## src/verilog/gpc_pkg.sv

```systemverilog
// Package for the graphics port command register block.
// Assumes a single 40 MHz core clock and a plain register port.
package gpc_pkg;

    // Register port widths
    localparam int ADDR_W = 8;
    localparam int DATA_W = 32;

    // Register byte offsets
    localparam logic [7:0] CMD_OFFSET = 8'hA8;
    localparam logic [7:0] AUX_OFFSET = 8'hB0;

    // Reset values
    localparam logic [31:0] CMD_RESET = 32'h0000_0000;
    localparam logic [31:0] AUX_RESET = 32'h0000_0000;
    localparam logic [31:0] UNMAPPED_READ = 32'h0000_0000;

    // Field positions in the auxiliary control register
    localparam int AUX_QUAD_MASK_BIT = 0;

    // Rate field quad bit position, one-hot rate codes and the all-zero no-rate code
    localparam int RATE_QUAD_BIT = 2;
    localparam logic [2:0] RATE_1X = 3'h1;
    localparam logic [2:0] RATE_2X = 3'h2;
    localparam logic [2:0] RATE_4X = 3'h4;
    localparam logic [2:0] RATE_NONE = 3'h0;

    // Default number of outstanding queued requests
    localparam int QUEUE_DEPTH_DEF = 32;

    // Command register layout, most significant field first
    typedef struct packed {
        logic [21:0] rsvd_hi;
        logic sba_en;
        logic port_request_enable;
        logic [1:0] rsvd_mid;
        logic high_address_support;
        logic posted_write_accel_enable;
        logic rsvd_lo;
        logic [2:0] rate;
    } gpc_cmd_t;

    // Request pins after polarity correction
    typedef struct packed {
        logic pipe_req;
        logic sba_cmd;
        logic sync_req;
    } gpc_pins_t;

    // Sideband command tracking states, one-hot
    typedef enum logic [2:0] {
        SB_IDLE = 3'b001,
        SB_TAKE = 3'b010,
        SB_DROP = 3'b100
    } gpc_sb_state_t;

endpackage : gpc_pkg

```

## src/verilog/gpc_command_ctrl.sv

```systemverilog
// Graphics port command register with request gating and rate select.
// Assumes request pins are asynchronous to CLK_I and that the register
// port master follows the one-cycle strobe protocol on CLK_I.
//
// How it works
// - Command bit 9 turns the sideband request path on at one, off at zero.
// - While port enable bit 8 is zero all requests, sync too, are ignored.
// - Requests taken while the port was enabled are completed after disable.
// - A sideband command underway at single rate issues even if enable falls.
// - With port enable set, pipe requests are taken until the queue is full, sideband only with bit 9.
// - Bit 5 reads as zero since no address above 4 GB is accepted.
// - Rate bit 0 selects single, bit 1 double and bit 2 quadruple rate.
// - The chosen rate bit matches the one set in the graphics master.
// - With the quad rate mask set, rate bit 2 ignores writes but reads back.
// - The chosen rate drives both the main bus and the sideband bus.
// - The command register is 32 bits, read/write, all zero after reset.
// - Bit 0 of the auxiliary control register is the quad rate mask.

`timescale 1ns/100ps

module gpc_command_ctrl
#(
    parameter int QUEUE_DEPTH = gpc_pkg::QUEUE_DEPTH_DEF
)
(
    input wire logic CLK_I,
    input wire logic SYS_RST_I,
    input wire logic [gpc_pkg::ADDR_W-1:0] REG_ADDR_I,
    input wire logic [gpc_pkg::DATA_W-1:0] REG_WDATA_I,
    input wire logic REG_WR_I,
    input wire logic REG_RD_I,
    output logic [gpc_pkg::DATA_W-1:0] REG_RDATA_O,
    input wire logic PIPE_REQ_N_I,
    input wire logic SBA_CMD_I,
    input wire logic SYNC_REQ_I,
    input wire logic SERVICE_DONE_I,
    output logic PIPE_ACCEPT_O,
    output logic SBA_ISSUE_O,
    output logic SYNC_ACCEPT_O,
    output logic SERVICE_PEND_O,
    output logic QUEUE_FULL_O,
    output logic PORT_EN_O,
    output logic SBA_EN_O,
    output logic POSTED_WRITE_EN_O,
    output logic [2:0] AD_RATE_O,
    output logic [2:0] SBA_RATE_O
);

    localparam int CNT_W = $clog2(QUEUE_DEPTH + 1);
    localparam logic [CNT_W-1:0] CNT_ZERO = '0;
    localparam logic [CNT_W-1:0] CNT_ONE = CNT_W'(1);
    localparam logic [CNT_W-1:0] CNT_MAX = CNT_W'(QUEUE_DEPTH);

    // Refuse a queue that cannot hold a single request
    generate
        if (QUEUE_DEPTH < 1)
        begin : g_bad_depth
            $error("QUEUE_DEPTH must be at least one");
        end
    endgenerate

    // Register state
    gpc_pkg::gpc_cmd_t cmd_q;
    gpc_pkg::gpc_cmd_t cmd_d;
    logic quad_rate_mask_q;
    logic [gpc_pkg::DATA_W-1:0] rdata_q;
    logic [gpc_pkg::DATA_W-1:0] rdata_d;

    // Pin synchronisers and edge history
    gpc_pkg::gpc_pins_t pins_raw;
    gpc_pkg::gpc_pins_t sync1_q;
    gpc_pkg::gpc_pins_t sync2_q;
    gpc_pkg::gpc_pins_t prev_q;

    // Request tracking
    gpc_pkg::gpc_sb_state_t sb_q;
    gpc_pkg::gpc_sb_state_t sb_d;
    logic [CNT_W-1:0] pend_q;
    logic [CNT_W-1:0] pend_d;
    logic pipe_acc_q;
    logic sba_iss_q;
    logic sync_acc_q;

    // Decode wires
    wire cmd_sel = (REG_ADDR_I == gpc_pkg::CMD_OFFSET);
    wire aux_sel = (REG_ADDR_I == gpc_pkg::AUX_OFFSET);
    wire cmd_wr = REG_WR_I && cmd_sel;
    wire aux_wr = REG_WR_I && aux_sel;

    // Incoming write image of the command register
    gpc_pkg::gpc_cmd_t wr_img;
    assign wr_img = gpc_pkg::gpc_cmd_t'(REG_WDATA_I);

    // Rate bit 2 keeps its value while the quad rate mask is set
    wire rate_quad_next = quad_rate_mask_q
                        ? cmd_q.rate[gpc_pkg::RATE_QUAD_BIT]
                        : wr_img.rate[gpc_pkg::RATE_QUAD_BIT];

    // Next command value: only defined fields take write data
    always_comb
    begin
        cmd_d = cmd_q;
        if (cmd_wr)
        begin
            cmd_d = '0;
            cmd_d.sba_en = wr_img.sba_en;
            cmd_d.port_request_enable = wr_img.port_request_enable;
            cmd_d.posted_write_accel_enable = wr_img.posted_write_accel_enable;
            cmd_d.high_address_support = 1'b0;
            cmd_d.rate = {rate_quad_next, wr_img.rate[1:0]};
        end
    end

    // Read mux: command, auxiliary control, else zero
    wire [gpc_pkg::DATA_W-1:0] aux_rd =
        {{(gpc_pkg::DATA_W-1){1'b0}}, quad_rate_mask_q};
    always_comb
    begin
        rdata_d = gpc_pkg::UNMAPPED_READ;
        if (REG_RD_I && cmd_sel)
        begin
            rdata_d = cmd_q;
        end
        else if (REG_RD_I && aux_sel)
        begin
            rdata_d = aux_rd;
        end
    end

    // Register bank
    always_ff @(posedge CLK_I)
    begin
        if (SYS_RST_I)
        begin
            cmd_q <= gpc_pkg::gpc_cmd_t'(gpc_pkg::CMD_RESET);
            quad_rate_mask_q <= gpc_pkg::AUX_RESET[gpc_pkg::AUX_QUAD_MASK_BIT];
            rdata_q <= gpc_pkg::UNMAPPED_READ;
        end
        else
        begin
            cmd_q <= cmd_d;
            rdata_q <= rdata_d;
            if (aux_wr)
            begin
                quad_rate_mask_q <= REG_WDATA_I[gpc_pkg::AUX_QUAD_MASK_BIT];
            end
        end
    end

    // Pipe request pin is active low; fold polarity before the synchroniser
    assign pins_raw = '{pipe_req: ~PIPE_REQ_N_I,
                        sba_cmd: SBA_CMD_I,
                        sync_req: SYNC_REQ_I};

    // Two-stage synchronisers, then a history stage for edge detection
    always_ff @(posedge CLK_I)
    begin
        if (SYS_RST_I)
        begin
            sync1_q <= '0;
            sync2_q <= '0;
            prev_q <= '0;
        end
        else
        begin
            sync1_q <= pins_raw;
            sync2_q <= sync1_q;
            prev_q <= sync2_q;
        end
    end

    // Edge events on synchronised pins
    wire pipe_rise = sync2_q.pipe_req && !prev_q.pipe_req;
    wire sync_rise = sync2_q.sync_req && !prev_q.sync_req;
    wire sba_rise = sync2_q.sba_cmd && !prev_q.sba_cmd;
    wire sba_fall = !sync2_q.sba_cmd && prev_q.sba_cmd;

    // Gating by the enable bits
    wire port_on = cmd_q.port_request_enable;
    wire sba_path_on = port_on && cmd_q.sba_en;
    wire queue_full = (pend_q == CNT_MAX);
    wire pipe_take = pipe_rise && port_on && !queue_full;
    wire sync_take = sync_rise && port_on;
    wire serv_done = SERVICE_DONE_I && (pend_q != CNT_ZERO);

    // Sideband command tracking: fate is settled when delivery starts
    always_comb
    begin
        sb_d = sb_q;
        unique case (sb_q)
            gpc_pkg::SB_IDLE:
            begin
                if (sba_rise && sba_path_on)
                begin
                    sb_d = gpc_pkg::SB_TAKE;
                end
                else if (sba_rise)
                begin
                    sb_d = gpc_pkg::SB_DROP;
                end
            end
            gpc_pkg::SB_TAKE:
            begin
                // Enable dropping here does not abort the command
                if (sba_fall)
                begin
                    sb_d = gpc_pkg::SB_IDLE;
                end
            end
            gpc_pkg::SB_DROP:
            begin
                if (sba_fall)
                begin
                    sb_d = gpc_pkg::SB_IDLE;
                end
            end
            default:
            begin
                sb_d = gpc_pkg::SB_IDLE;
            end
        endcase
    end

    // Issue a taken sideband command at the end of its delivery
    wire sba_issue = (sb_q == gpc_pkg::SB_TAKE) && sba_fall;

    // Outstanding pipe request count, held regardless of enable
    always_comb
    begin
        pend_d = pend_q;
        if (pipe_take && !serv_done)
        begin
            pend_d = pend_q + CNT_ONE;
        end
        else if (!pipe_take && serv_done)
        begin
            pend_d = pend_q - CNT_ONE;
        end
    end

    // Request tracking registers and event pulses
    always_ff @(posedge CLK_I)
    begin
        if (SYS_RST_I)
        begin
            sb_q <= gpc_pkg::SB_IDLE;
            pend_q <= CNT_ZERO;
            pipe_acc_q <= 1'b0;
            sba_iss_q <= 1'b0;
            sync_acc_q <= 1'b0;
        end
        else
        begin
            sb_q <= sb_d;
            pend_q <= pend_d;
            pipe_acc_q <= pipe_take;
            sba_iss_q <= sba_issue;
            sync_acc_q <= sync_take;
        end
    end

    // Effective rate: masked quad bit has no functional effect
    wire [2:0] quad_gate = quad_rate_mask_q
                         ? (gpc_pkg::RATE_2X | gpc_pkg::RATE_1X)
                         : (gpc_pkg::RATE_4X | gpc_pkg::RATE_2X
                            | gpc_pkg::RATE_1X);
    wire [2:0] rate_eff = cmd_q.rate & quad_gate;

    // Outputs
    assign REG_RDATA_O = rdata_q;
    assign PIPE_ACCEPT_O = pipe_acc_q;
    assign SBA_ISSUE_O = sba_iss_q;
    assign SYNC_ACCEPT_O = sync_acc_q;
    assign SERVICE_PEND_O = (pend_q != CNT_ZERO);
    assign QUEUE_FULL_O = queue_full;
    assign PORT_EN_O = cmd_q.port_request_enable;
    assign SBA_EN_O = cmd_q.sba_en;
    assign POSTED_WRITE_EN_O = cmd_q.posted_write_accel_enable;
    assign AD_RATE_O = rate_eff;
    assign SBA_RATE_O = rate_eff;

endmodule : gpc_command_ctrl

```

## config.mk

```make
export PLATFORM = sky130hd
export DESIGN_NAME = gpc_command_ctrl
export DESIGN_NICKNAME = d
export VERILOG_FILES = /design/src/verilog/gpc_pkg.sv /design/src/verilog/gpc_command_ctrl.sv
export SDC_FILE = /design/constraint.sdc
export NUM_CORES = 1
export LEC_CHECK = 0
export ABC_AREA = 1
export BUFFER_PORTS_ARGS = -buffer_cell sky130_fd_sc_hd__buf_2
export CORE_MARGIN = 3
export CORE_UTILIZATION = 50
export CTS_BUF_LIST = sky130_fd_sc_hd__clkbuf_8
export DETAILED_ROUTE_END_ITERATION = 10
export GPL_TIMING_DRIVEN = 0
export PLACE_DENSITY = 0.92
export SLEW_MARGIN = 5
export SYNTH_ARGS = -nofsm -noshare
export SYNTH_HDL_FRONTEND = slang
export SYNTH_SLANG_ARGS = --single-unit
```

## constraint.sdc

```tcl
create_clock -name CLK_I -period 5.43 [get_ports CLK_I]
set_input_delay 1.3575 -clock CLK_I [delete_from_list [all_inputs] [get_ports CLK_I]]
set_output_delay 1.3575 -clock CLK_I [all_outputs]
set_load 0.02 [all_outputs]
```

==> impl_metrics.toml, run 1 <==
[global_route]
antenna_found_initial = 0
grt_pass1_vias = 1488
track_usage_pct = 17.2
grt.busiest_layer = "met2"
grt_pass1_wl_um = 5850
grtUsageMet1_pct = 18.0
use_met2_pct = 31.4
grt_max_degree = 12
grtUsageMet3_pct = 4.59
overflow = 0

[final_layout]
diodes = 0
area_growth_pct = 24.5
drive_gt1_share_pct = 28.7
stdcell_area_sq_um = 2270
fin_nets = 374

[logic_synthesis]
yosys.cell_types.count = 29
synth_edf_count = 0
yosys.area_share.simple_pct = 29.8
ys_seq_area_share_pct = 37.3
synth_top_cell_area_share_pct = 37.3
synth_xor_area_share_pct = 0.480
muxShareOfSynthArea_pct = 0
synth_seq_cells = 34
synth_compound_area_share_pct = 4.67
yosys.cell_count.top_type = "nand2_1"
synth_top_family_by_area = "simple AND/OR/NAND/NOR gates"
synth_ff_type = "dfxtp_1"
synthCells = 247
ys_top_cells_by_count = "nand2_1, inv_1, nor2_1, dfxtp_1, buf_4"
synthAdderAreaFrac_pct = 5.22
synth_area_sq_um = 1820
ys_top_cells_by_area = "dfxtp_1, buf_4, nand2_1"
synth_area_per_cell_sq_um = 7.38
ys_warn_count = 0
yosysTopAreaCell = "dfxtp_1"
async_flop_share_pct = 0

[routing]
via_per_inst = 4.42
wl_per_cell_um = 10.0
drc = 0
dr.pass1.iters = 4
antenna_left = 0
wirelength_um = 3660
drt_iter0_markers = 94
via_count = 1618

[floorplan]
die_w_um = 66.4
start_util_pct = 53.4
rows = 21
fp.dieH_um = 66.4
io_pins = 94
floorplan.core_area_sq_um = 3420
dieArea_sq_um = 4410

[worst_setup_path]
critPathCaptureType = "output pin"
cp_max_fo = 3
slowest_stage = "dfxtp_1"
worstPathRequired_ps = 4070
cp_cell_sequence = "inv_1, nand4_1, nor3_1, buf_2"
cp_slowest_stage_delay_ps = 340
startpoint_type = "flop"
arrival_ps = 1340
path_class = "reg -> out"

[clocking]
root_buffer = "clkbuf_8"
insertion_delay_ps = 290
cts_buffers = 5
cts_setup_buffers = 0
h-tree-depth = 2
cts_hold_buffers = 0
clockBufferDepth = 2
clkSlewWorstSetupHoldPaths_ps = 70
clkSinkCount = 34
cts_resized = 0
cts_tree = "yes"

[sta]
min_period_ps = 2700
post-route-period-util_pct = 49.7
clock.fmax_mhz = 370
hold_viol_final = 0
fin_tns_setup_ps = 0
worst_clock_skew_ps = 6.56
rsz0062_at_grt = "false"
maxSlewViolCount = 0
finalSetupViolations = 0

[power]
ir_drop_mv = 0.118
clock_power_share_pct = 26.8
p_sw_uw = 252
p_sw_share_pct = 35.1
leakagePower_uw = 0.00129
seqPwrFrac_pct = 40.6
power.density_nw_per_um2 = 317
pwr-share-comb_pct = 32.6
intPower_uw = 467

[run]
cap_violations = 0

[status]
status = "finished clean"

[placed_design]
globalplace.congestion = 0.887
post_dp_cell_area_sq_um = 2170
portBuffers = 40
place_hpwl_um = 2850

[min_path]
holdCritPathClass = "reg -> reg"
-- stage by stage --
step / hold WS, ps / power, uW / std cells / util [%] / setup slack [ps]
2_1_floorplan: 373 / 482 / 272 / - / 2830
3_3_place_gp: 379 / 518 / 358 / 63.7 / 2610
3_5_place_dp: 391 / 529 / 358 / 63.7 / 2570
4_1_cts: 401 / 722 / 366 / 66.4 / 2720
5_1_grt: 420 / 766 / 366 / 66.4 / 2590
6_report: 396 / 720 / 366 / 66.4 / 2730
-- power by group through the flow --
stage | clock, uW | sequential (uW) | combinational, uW
3_3_place_gp | 0 | 296 | 222
6_report | 193 | 292 | 235
5_1_grt | 205 | 294 | 266
2_1_floorplan | 0 | 292 | 190
3_5_place_dp | 0 | 297 | 232
4_1_cts | 196 | 292 | 234
-- flip-flops by register name, indices dropped and copies added, names as in the netlist --
name	flops
prev_q	3
PIPE_ACCEPT_O	1
REG_RDATA_O	6
sync2_q	3
cmd_q	3
SBA_EN_O	1
SBA_ISSUE_O	1
PORT_EN_O	1
sync1_q	3
POSTED_WRITE_EN_O	1
pend_q	6
SYNC_ACCEPT_O	1
sb_q	3
quad_rate_mask_q	1
-- layout by cell type (no fill, tap or decap) --
| cell | netlist | routed |
|---|---|---|
| nand2_1 | 43 | 43 |
| buf_2 | 1 | 41 |
| inv_1 | 40 | 40 |
| nor2_1 | 38 | 38 |
| dfxtp_1 | 34 | 34 |
| buf_4 | 32 | 32 |
| conb_1 | 1 | 26 |
| nand3_1 | 11 | 11 |
| a21oi_1 | 11 | 11 |
| ha_1 | 6 | 6 |
| clkbuf_8 | 0 | 6 |
| nand4_1 | 5 | 5 |
| inv_2 | 2 | 2 |
| nor3_1 | 2 | 2 |
| nor3_4 | 2 | 2 |
| nand2_2 | 2 | 2 |
| nor4_1 | 2 | 2 |
| nand3b_1 | 2 | 2 |
| o21ai_0 | 2 | 2 |
| buf_1 | 1 | 1 |
| or2_4 | 1 | 1 |
| nor2_8 | 1 | 1 |
| nor2_4 | 1 | 1 |
| nand4_2 | 1 | 1 |
| o211ai_1 | 1 | 1 |
| a21o_1 | 1 | 1 |
| xnor2_1 | 1 | 1 |
| o21ai_1 | 1 | 1 |
| nand3_4 | 1 | 1 |
| fa_1 | 1 | 1 |
| clkinvlp_4 | 0 | 1 |
| clkinv_2 | 0 | 1 |
-- final timing paths --
kind / cells past startpoint / from / to / slack [ps]
max: 4 / pend_q[1] / QUEUE_FULL_O / 2730
max reg2reg: 15 / pend_q[1] / pend_q[5] / 3110
min: 2 / sync1_q[2] / sync2_q[2] / 400
min reg2reg: 2 / sync1_q[2] / sync2_q[2] / 400
-- per-layer routing --
| layer | part of all wire (%) | routed length, um |
|---|---|---|
| met3 | 6.0 | 219 |
| met1 | 40 | 1470 |
| met5 | 0 | 0 |
| met4 | 1.8 | 67 |
| met2 | 52 | 1910 |
-- cell type report --
type | instances | area, sq um
Buffer | 34 | 249
Clock buffer | 6 | 82.6
Clock inverter | 2 | 12.5
Fill cell | 289 | 1150
Inverter | 42 | 158
Multi-Input combinational cell | 162 | 830
Sequential cell | 34 | 681
Tap cell | 46 | 57.6
Timing Repair Buffer | 40 | 200
-- critical path, delay by kind of cell, from the launching register on --
family / cells / cell delay [ps]
and+or+nand+nor: 2 / 390
DFF: 1 / 340
buffers and inverters: 2 / 330
-- kinds of logic (layout without fill, tap and decap cells) --
kind of cell               Yosys count  count (layout)
buffers and inverters               76             124
adders and majority gates            7               7
AOI/OAI and AO/OA                   16              16
other                                1              26
xor gates and xnor gates             1               1
DFF                                 34              34
and+or+nand+nor                    112             112
Power figures use the tool's default switching activity.
==> inputs of run 2 (changes only) <==
Settings changed: CORE_UTILIZATION 50 to 42, PLACE_DENSITY 0.92 to 0.83.
Clock period 5.43 ns to 2.4 ns, I/O delays scaled along.
==> run 2 against run 1 <==
Effect of this change: combinational power is 140% higher; clock power rose to 2.7 times the previous value; sequential share of layout area fell by 0.69 points; sequential cell count did not move; cell area rose by 2.4%; via count fell by 1.1%; die area up 17%; sequential power up 130%; clock-buffer cell count shrank 1; setup slack worse by 2600 ps.
==> impl_metrics.toml, run 2 (same netlist as run 1, synthesis figures left out) <==
[sta]
finalSetupViolations = 0
hold_viol_final = 0
min_period_ps = 2250
post-route-period-util_pct = 93.6
maxSlewViolCount = 0
clock.fmax_mhz = 445
worst_clock_skew_ps = 6.76

[worst_setup_path]
startpoint_type = "flop"
worstPathRequired_ps = 2590
critPathCaptureType = "flop"
cp_max_fo = 6
arrival_ps = 2430
path_class = "reg -> reg"

[routing]
via_count = 1601
via_per_inst = 4.33
antenna_left = 0
drt_iter0_markers = 85
wl_per_cell_um = 10.0
dr.pass1.iters = 5
wirelength_um = 3710
drc = 0

[global_route]
grt_max_degree = 13
overflow = 0
grt_pass1_wl_um = 5930
track_usage_pct = 14.4
antenna_found_initial = 0
grt_pass1_vias = 1467

[final_layout]
final_common_cell = "nand2_1"
mostFrequentLayoutCells = "nand2_1, buf_2, inv_1, nor2_1, dfxtp_1"
fin_nets = 374
utilization_pct = 56.9
num-fill-cells = 364
area_growth_pct = 27.5
diodes = 0
fin_cells = 370
drive_gt1_share_pct = 30.0

[clocking]
clockBufferDepth = 2
h-tree-depth = 2
insertion_delay_ps = 290
cts_tree = "yes"
cts_buffers = 5
clkSinkCount = 34
cts_setup_buffers = 0
clkSlewWorstSetupHoldPaths_ps = 70
root_buffer = "clkbuf_8"

[floorplan]
dieArea_sq_um = 5170
fp.dieH_um = 71.9
rows = 23
die_w_um = 71.9
floorplan.core_area_sq_um = 4090
io_pins = 94
start_util_pct = 44.6

[placed_design]
place_hpwl_um = 2790
portBuffers = 40
globalplace.congestion = 0.867
dpl.cell_count = 362

[run]
cap_violations = 0

[power]
power.density_nw_per_um2 = 752
ir_drop_mv = 0.283
leakagePower_uw = 0.00129

[min_path]
holdCritPathClass = "reg -> reg"

[status]
status = "finished clean"
[run 2: timing repair]
action,4_1_cts,5_1_grt
gates resized for setup,0,4
hold buffers,0,0
hold endpoints to repair,0,0
setup endpoints to repair,0,3
[run 2: final timing paths]
path	endpoint	from	depth (start not counted)	slack, ps
max reg2reg	pend_q[3]	pend_q[1]	14	150
max	pend_q[3]	pend_q[1]	14	150
min	sync2_q[0]	sync1_q[0]	2	400
min reg2reg	sync2_q[0]	sync1_q[0]	2	400
[run 2: cell type report]
class	instances	area [sq um]	share of cell area, %
multi-input cells	162	860	37.0
flip-flops and latches	34	681	29.3
plain buffers	34	249	10.7
repair buffers	40	200	8.62
inverters	42	158	6.79
clock buffers	5	68.8	2.96
well taps	50	62.6	2.69
clock inverters	3	45.0	1.94
[run 2: layer usage]
metal / global-route usage (%) / share of wire (%) / vias up
li1: - / - / 849
met1: 15.9 / 41 / 688
met2: 25.4 / 51 / 58
met3: 2.66 / 6.4 / 6
met4: 8.77 / 1.5 / 0
met5: 0 / 0 / -
[run 2: critical path: stages (launching register included)]
cell and delay (ps):
dfxtp_1 340, inv_1 100, nand4_1 170, nor3_2 240
nor2_1 80, ha_1 260, inv_2 160, ha_1 280
nand2_1 70, nand2_1 70, inv_1 80, a21oi_1 60
nand3b_1 150, nand2_1 60, inv_1 30
[run 2: where the power goes]
| part | total, uW | internal, uW | switching, uW | leakage (uW) |
|---|---|---|---|---|
| sequential | 667 | 615 | 51.3 | 0.000277 |
| combinational | 561 | 229 | 331 | 0.000964 |
| clock | 521 | 309 | 212 | 0.0000504 |
[run 2: metrics by stage]
stage | total power [uW] | setup slack [ps] | cell area (sq um) | TNS, ps | hold WS [ps]
2_1_floorplan | 1090 | 5.71 | 1920 | 0 | 373
3_3_place_gp | 1170 | 198 | 2180 | 0 | 380
4_1_cts | 1720 | 142 | 2290 | 0 | 404
3_5_place_dp | 1190 | 156 | 2180 | 0 | 394
6_report | 1750 | 153 | 2320 | 0 | 404
5_1_grt | 1870 | -52.6 | 2320 | -97.1 | 416
==> inputs of run 3 (changes only) <==
==> constraint.sdc (replaced) <==
create_clock -name CLK_I -period 2.4 [get_ports CLK_I]
set_input_delay 0.6 -clock CLK_I [delete_from_list [all_inputs] [get_ports CLK_I]]
set_output_delay 0.6 -clock CLK_I [all_outputs]
set_load 0.05 [all_outputs]
==> run 3 against run 2 <==
Effect of this change: setup slack better by 0.51 ps; critical path type unchanged; cell area grew 2.1%; non-clock buffer count increased by 1; global-route usage decreased by 0.10 points; clock-buffer cell count up 1; clock power grew 24%; cell count up 0.27%; sequential power about the same; clock skew is 4.7 ps lower.
==> impl_metrics.toml, run 3 (same netlist as run 1, synthesis figures left out) <==
[clocking]
clockBufferDepth = 2
clkSlewWorstSetupHoldPaths_ps = 70
h-tree-depth = 2
clkSinkCount = 34
cts_tree = "yes"
insertion_delay_ps = 290
cts_buffers = 5
root_buffer = "clkbuf_8"
cts_hold_buffers = 0

[final_layout]
num-fill-cells = 361
diodes = 0
area_growth_pct = 30.1
drive_gt1_share_pct = 31.2
mostFrequentLayoutCells = "nand2_1, buf_2, inv_1, nor2_1"
utilization_pct = 58.1
stdcell_area_sq_um = 2370
fin_nets = 375
multi_input_area_sq_um = 868
seq_area_sq_um = 682
final_common_cell = "nand2_1"
fin_cells = 371

[global_route]
grt_pass1_wl_um = 5850
grt_max_degree = 12
overflow = 0
grt.busiest_layer = "met2"
grtUsageMet1_pct = 15.9
antenna_found_initial = 0
grtUsageMet3_pct = 3.09
grt_pass1_vias = 1440
use_met2_pct = 24.2
track_usage_pct = 14.3

[routing]
drc = 0
via_count = 1578
drt_iter0_markers = 86
wl_per_cell_um = 9.64
via_per_inst = 4.25
dr.pass1.iters = 4
antenna_left = 0
wirelength_um = 3580

[floorplan]
io_pins = 94
die_w_um = 71.9
start_util_pct = 44.6
floorplan.core_area_sq_um = 4090
fp.dieH_um = 71.9
rows = 23
dieArea_sq_um = 5170

[placed_design]
place_hpwl_um = 2740
post_dp_cell_area_sq_um = 2190
globalplace.congestion = 0.917
dpl.cell_count = 362
portBuffers = 40

[sta]
maxSlewViolCount = 0
hold_viol_final = 0
fin_tns_setup_ps = 0
clock.fmax_mhz = 445
hold_ws_ps = 405
finalSetupViolations = 0
worst_clock_skew_ps = 2.06
post-route-period-util_pct = 93.6
min_period_ps = 2250
rsz0062_at_grt = "false"

[worst_setup_path]
crit_top_cell = "nand2_1"
reg2reg_from = "pend_q[2]"
cp_max_fo = 6
startpoint = "pend_q[2]"
slowest_stage = "dfxtp_1"
path_class = "reg -> reg"
r2r_cells = 16
startpoint_type = "flop"
cp_slowest_stage_delay_ps = 350
cp_cell_sequence = "inv_1, nand4_1, buf_4, nor3_4, nor2_1, ha_2, inv_4, ha_1, nand2_1, inv_1, nand2_1, nand3_1, nand2_1, nand3_1, nand2_1, inv_1"
critPathCaptureType = "flop"
worstPathRequired_ps = 2590
arrival_ps = 2430

[status]
status = "finished clean"

[power]
intPower_uw = 1300
p_sw_uw = 678
seqPwrFrac_pct = 33.9
pwr-share-comb_pct = 33.4
power.density_nw_per_um2 = 833
p_sw_share_pct = 34.3
leakagePower_uw = 0.00132
ir_drop_mv = 0.275
clock_power_share_pct = 32.7

[min_path]
holdCritPathClass = "reg -> reg"
min_path_cells = 2
min_from = "sync1_q[1]"

[run]
cap_violations = 0
## run 3: layout make-up
| type | instances | share of cell area [%] |
|---|---|---|
| repair buffers | 41 | 8.76 |
| flip-flops and latches | 34 | 28.7 |
| well taps | 50 | 2.64 |
| plain buffers | 34 | 10.5 |
| clock inverters | 2 | 2.53 |
| multi-input cells | 162 | 36.6 |
| clock buffers | 6 | 3.48 |
| inverters | 42 | 6.75 |
## run 3: worst max-delay path: cells and delay by family (launching register included)
kind / cells / cell delay [ps]
buffers and inverters: 5 / 460
adder cells (fa/ha/maj): 2 / 500
flip-flops: 1 / 350
AND/OR/NAND/NOR: 9 / 830
## run 3: layer usage
metal  wire, um  vias to the layer above
li1           -                      846
met3        237                       10
met4        112                        0
met2       1720                       49
met5          0                        -
met1       1500                      673
## run 3: worst paths after layout
| kind | slack, ps | endpoint |
|---|---|---|
| worst max-delay path | 150 | pend_q[5] |
| worst min-delay path | 400 | sync2_q[1] |
| worst max register to register | 150 | pend_q[5] |
| worst min register to register | 400 | sync2_q[1] |
## run 3: power groups by stage
stage	Clock (uW)	Combinational, uW	Sequential, uW
after floorplan	0	519	664
after global placement	0	594	672
after detailed placement	0	615	674
after CTS	665	627	662
after global routing	688	728	676
final	646	661	670
## run 3: per-stage QoR
step / worst slack (ps) / total power (uW)
after floorplan: 63.8 / 1180
after global placement: 242 / 1270
after detailed placement: 160 / 1290
after CTS: 106 / 1950
after global routing: 34.3 / 2090
final: 153 / 1980
## run 3: repair_timing
item	CTS	global route
endpoints found under the setup margin	0	3
resized for setup	0	7
buffers inserted	0	1
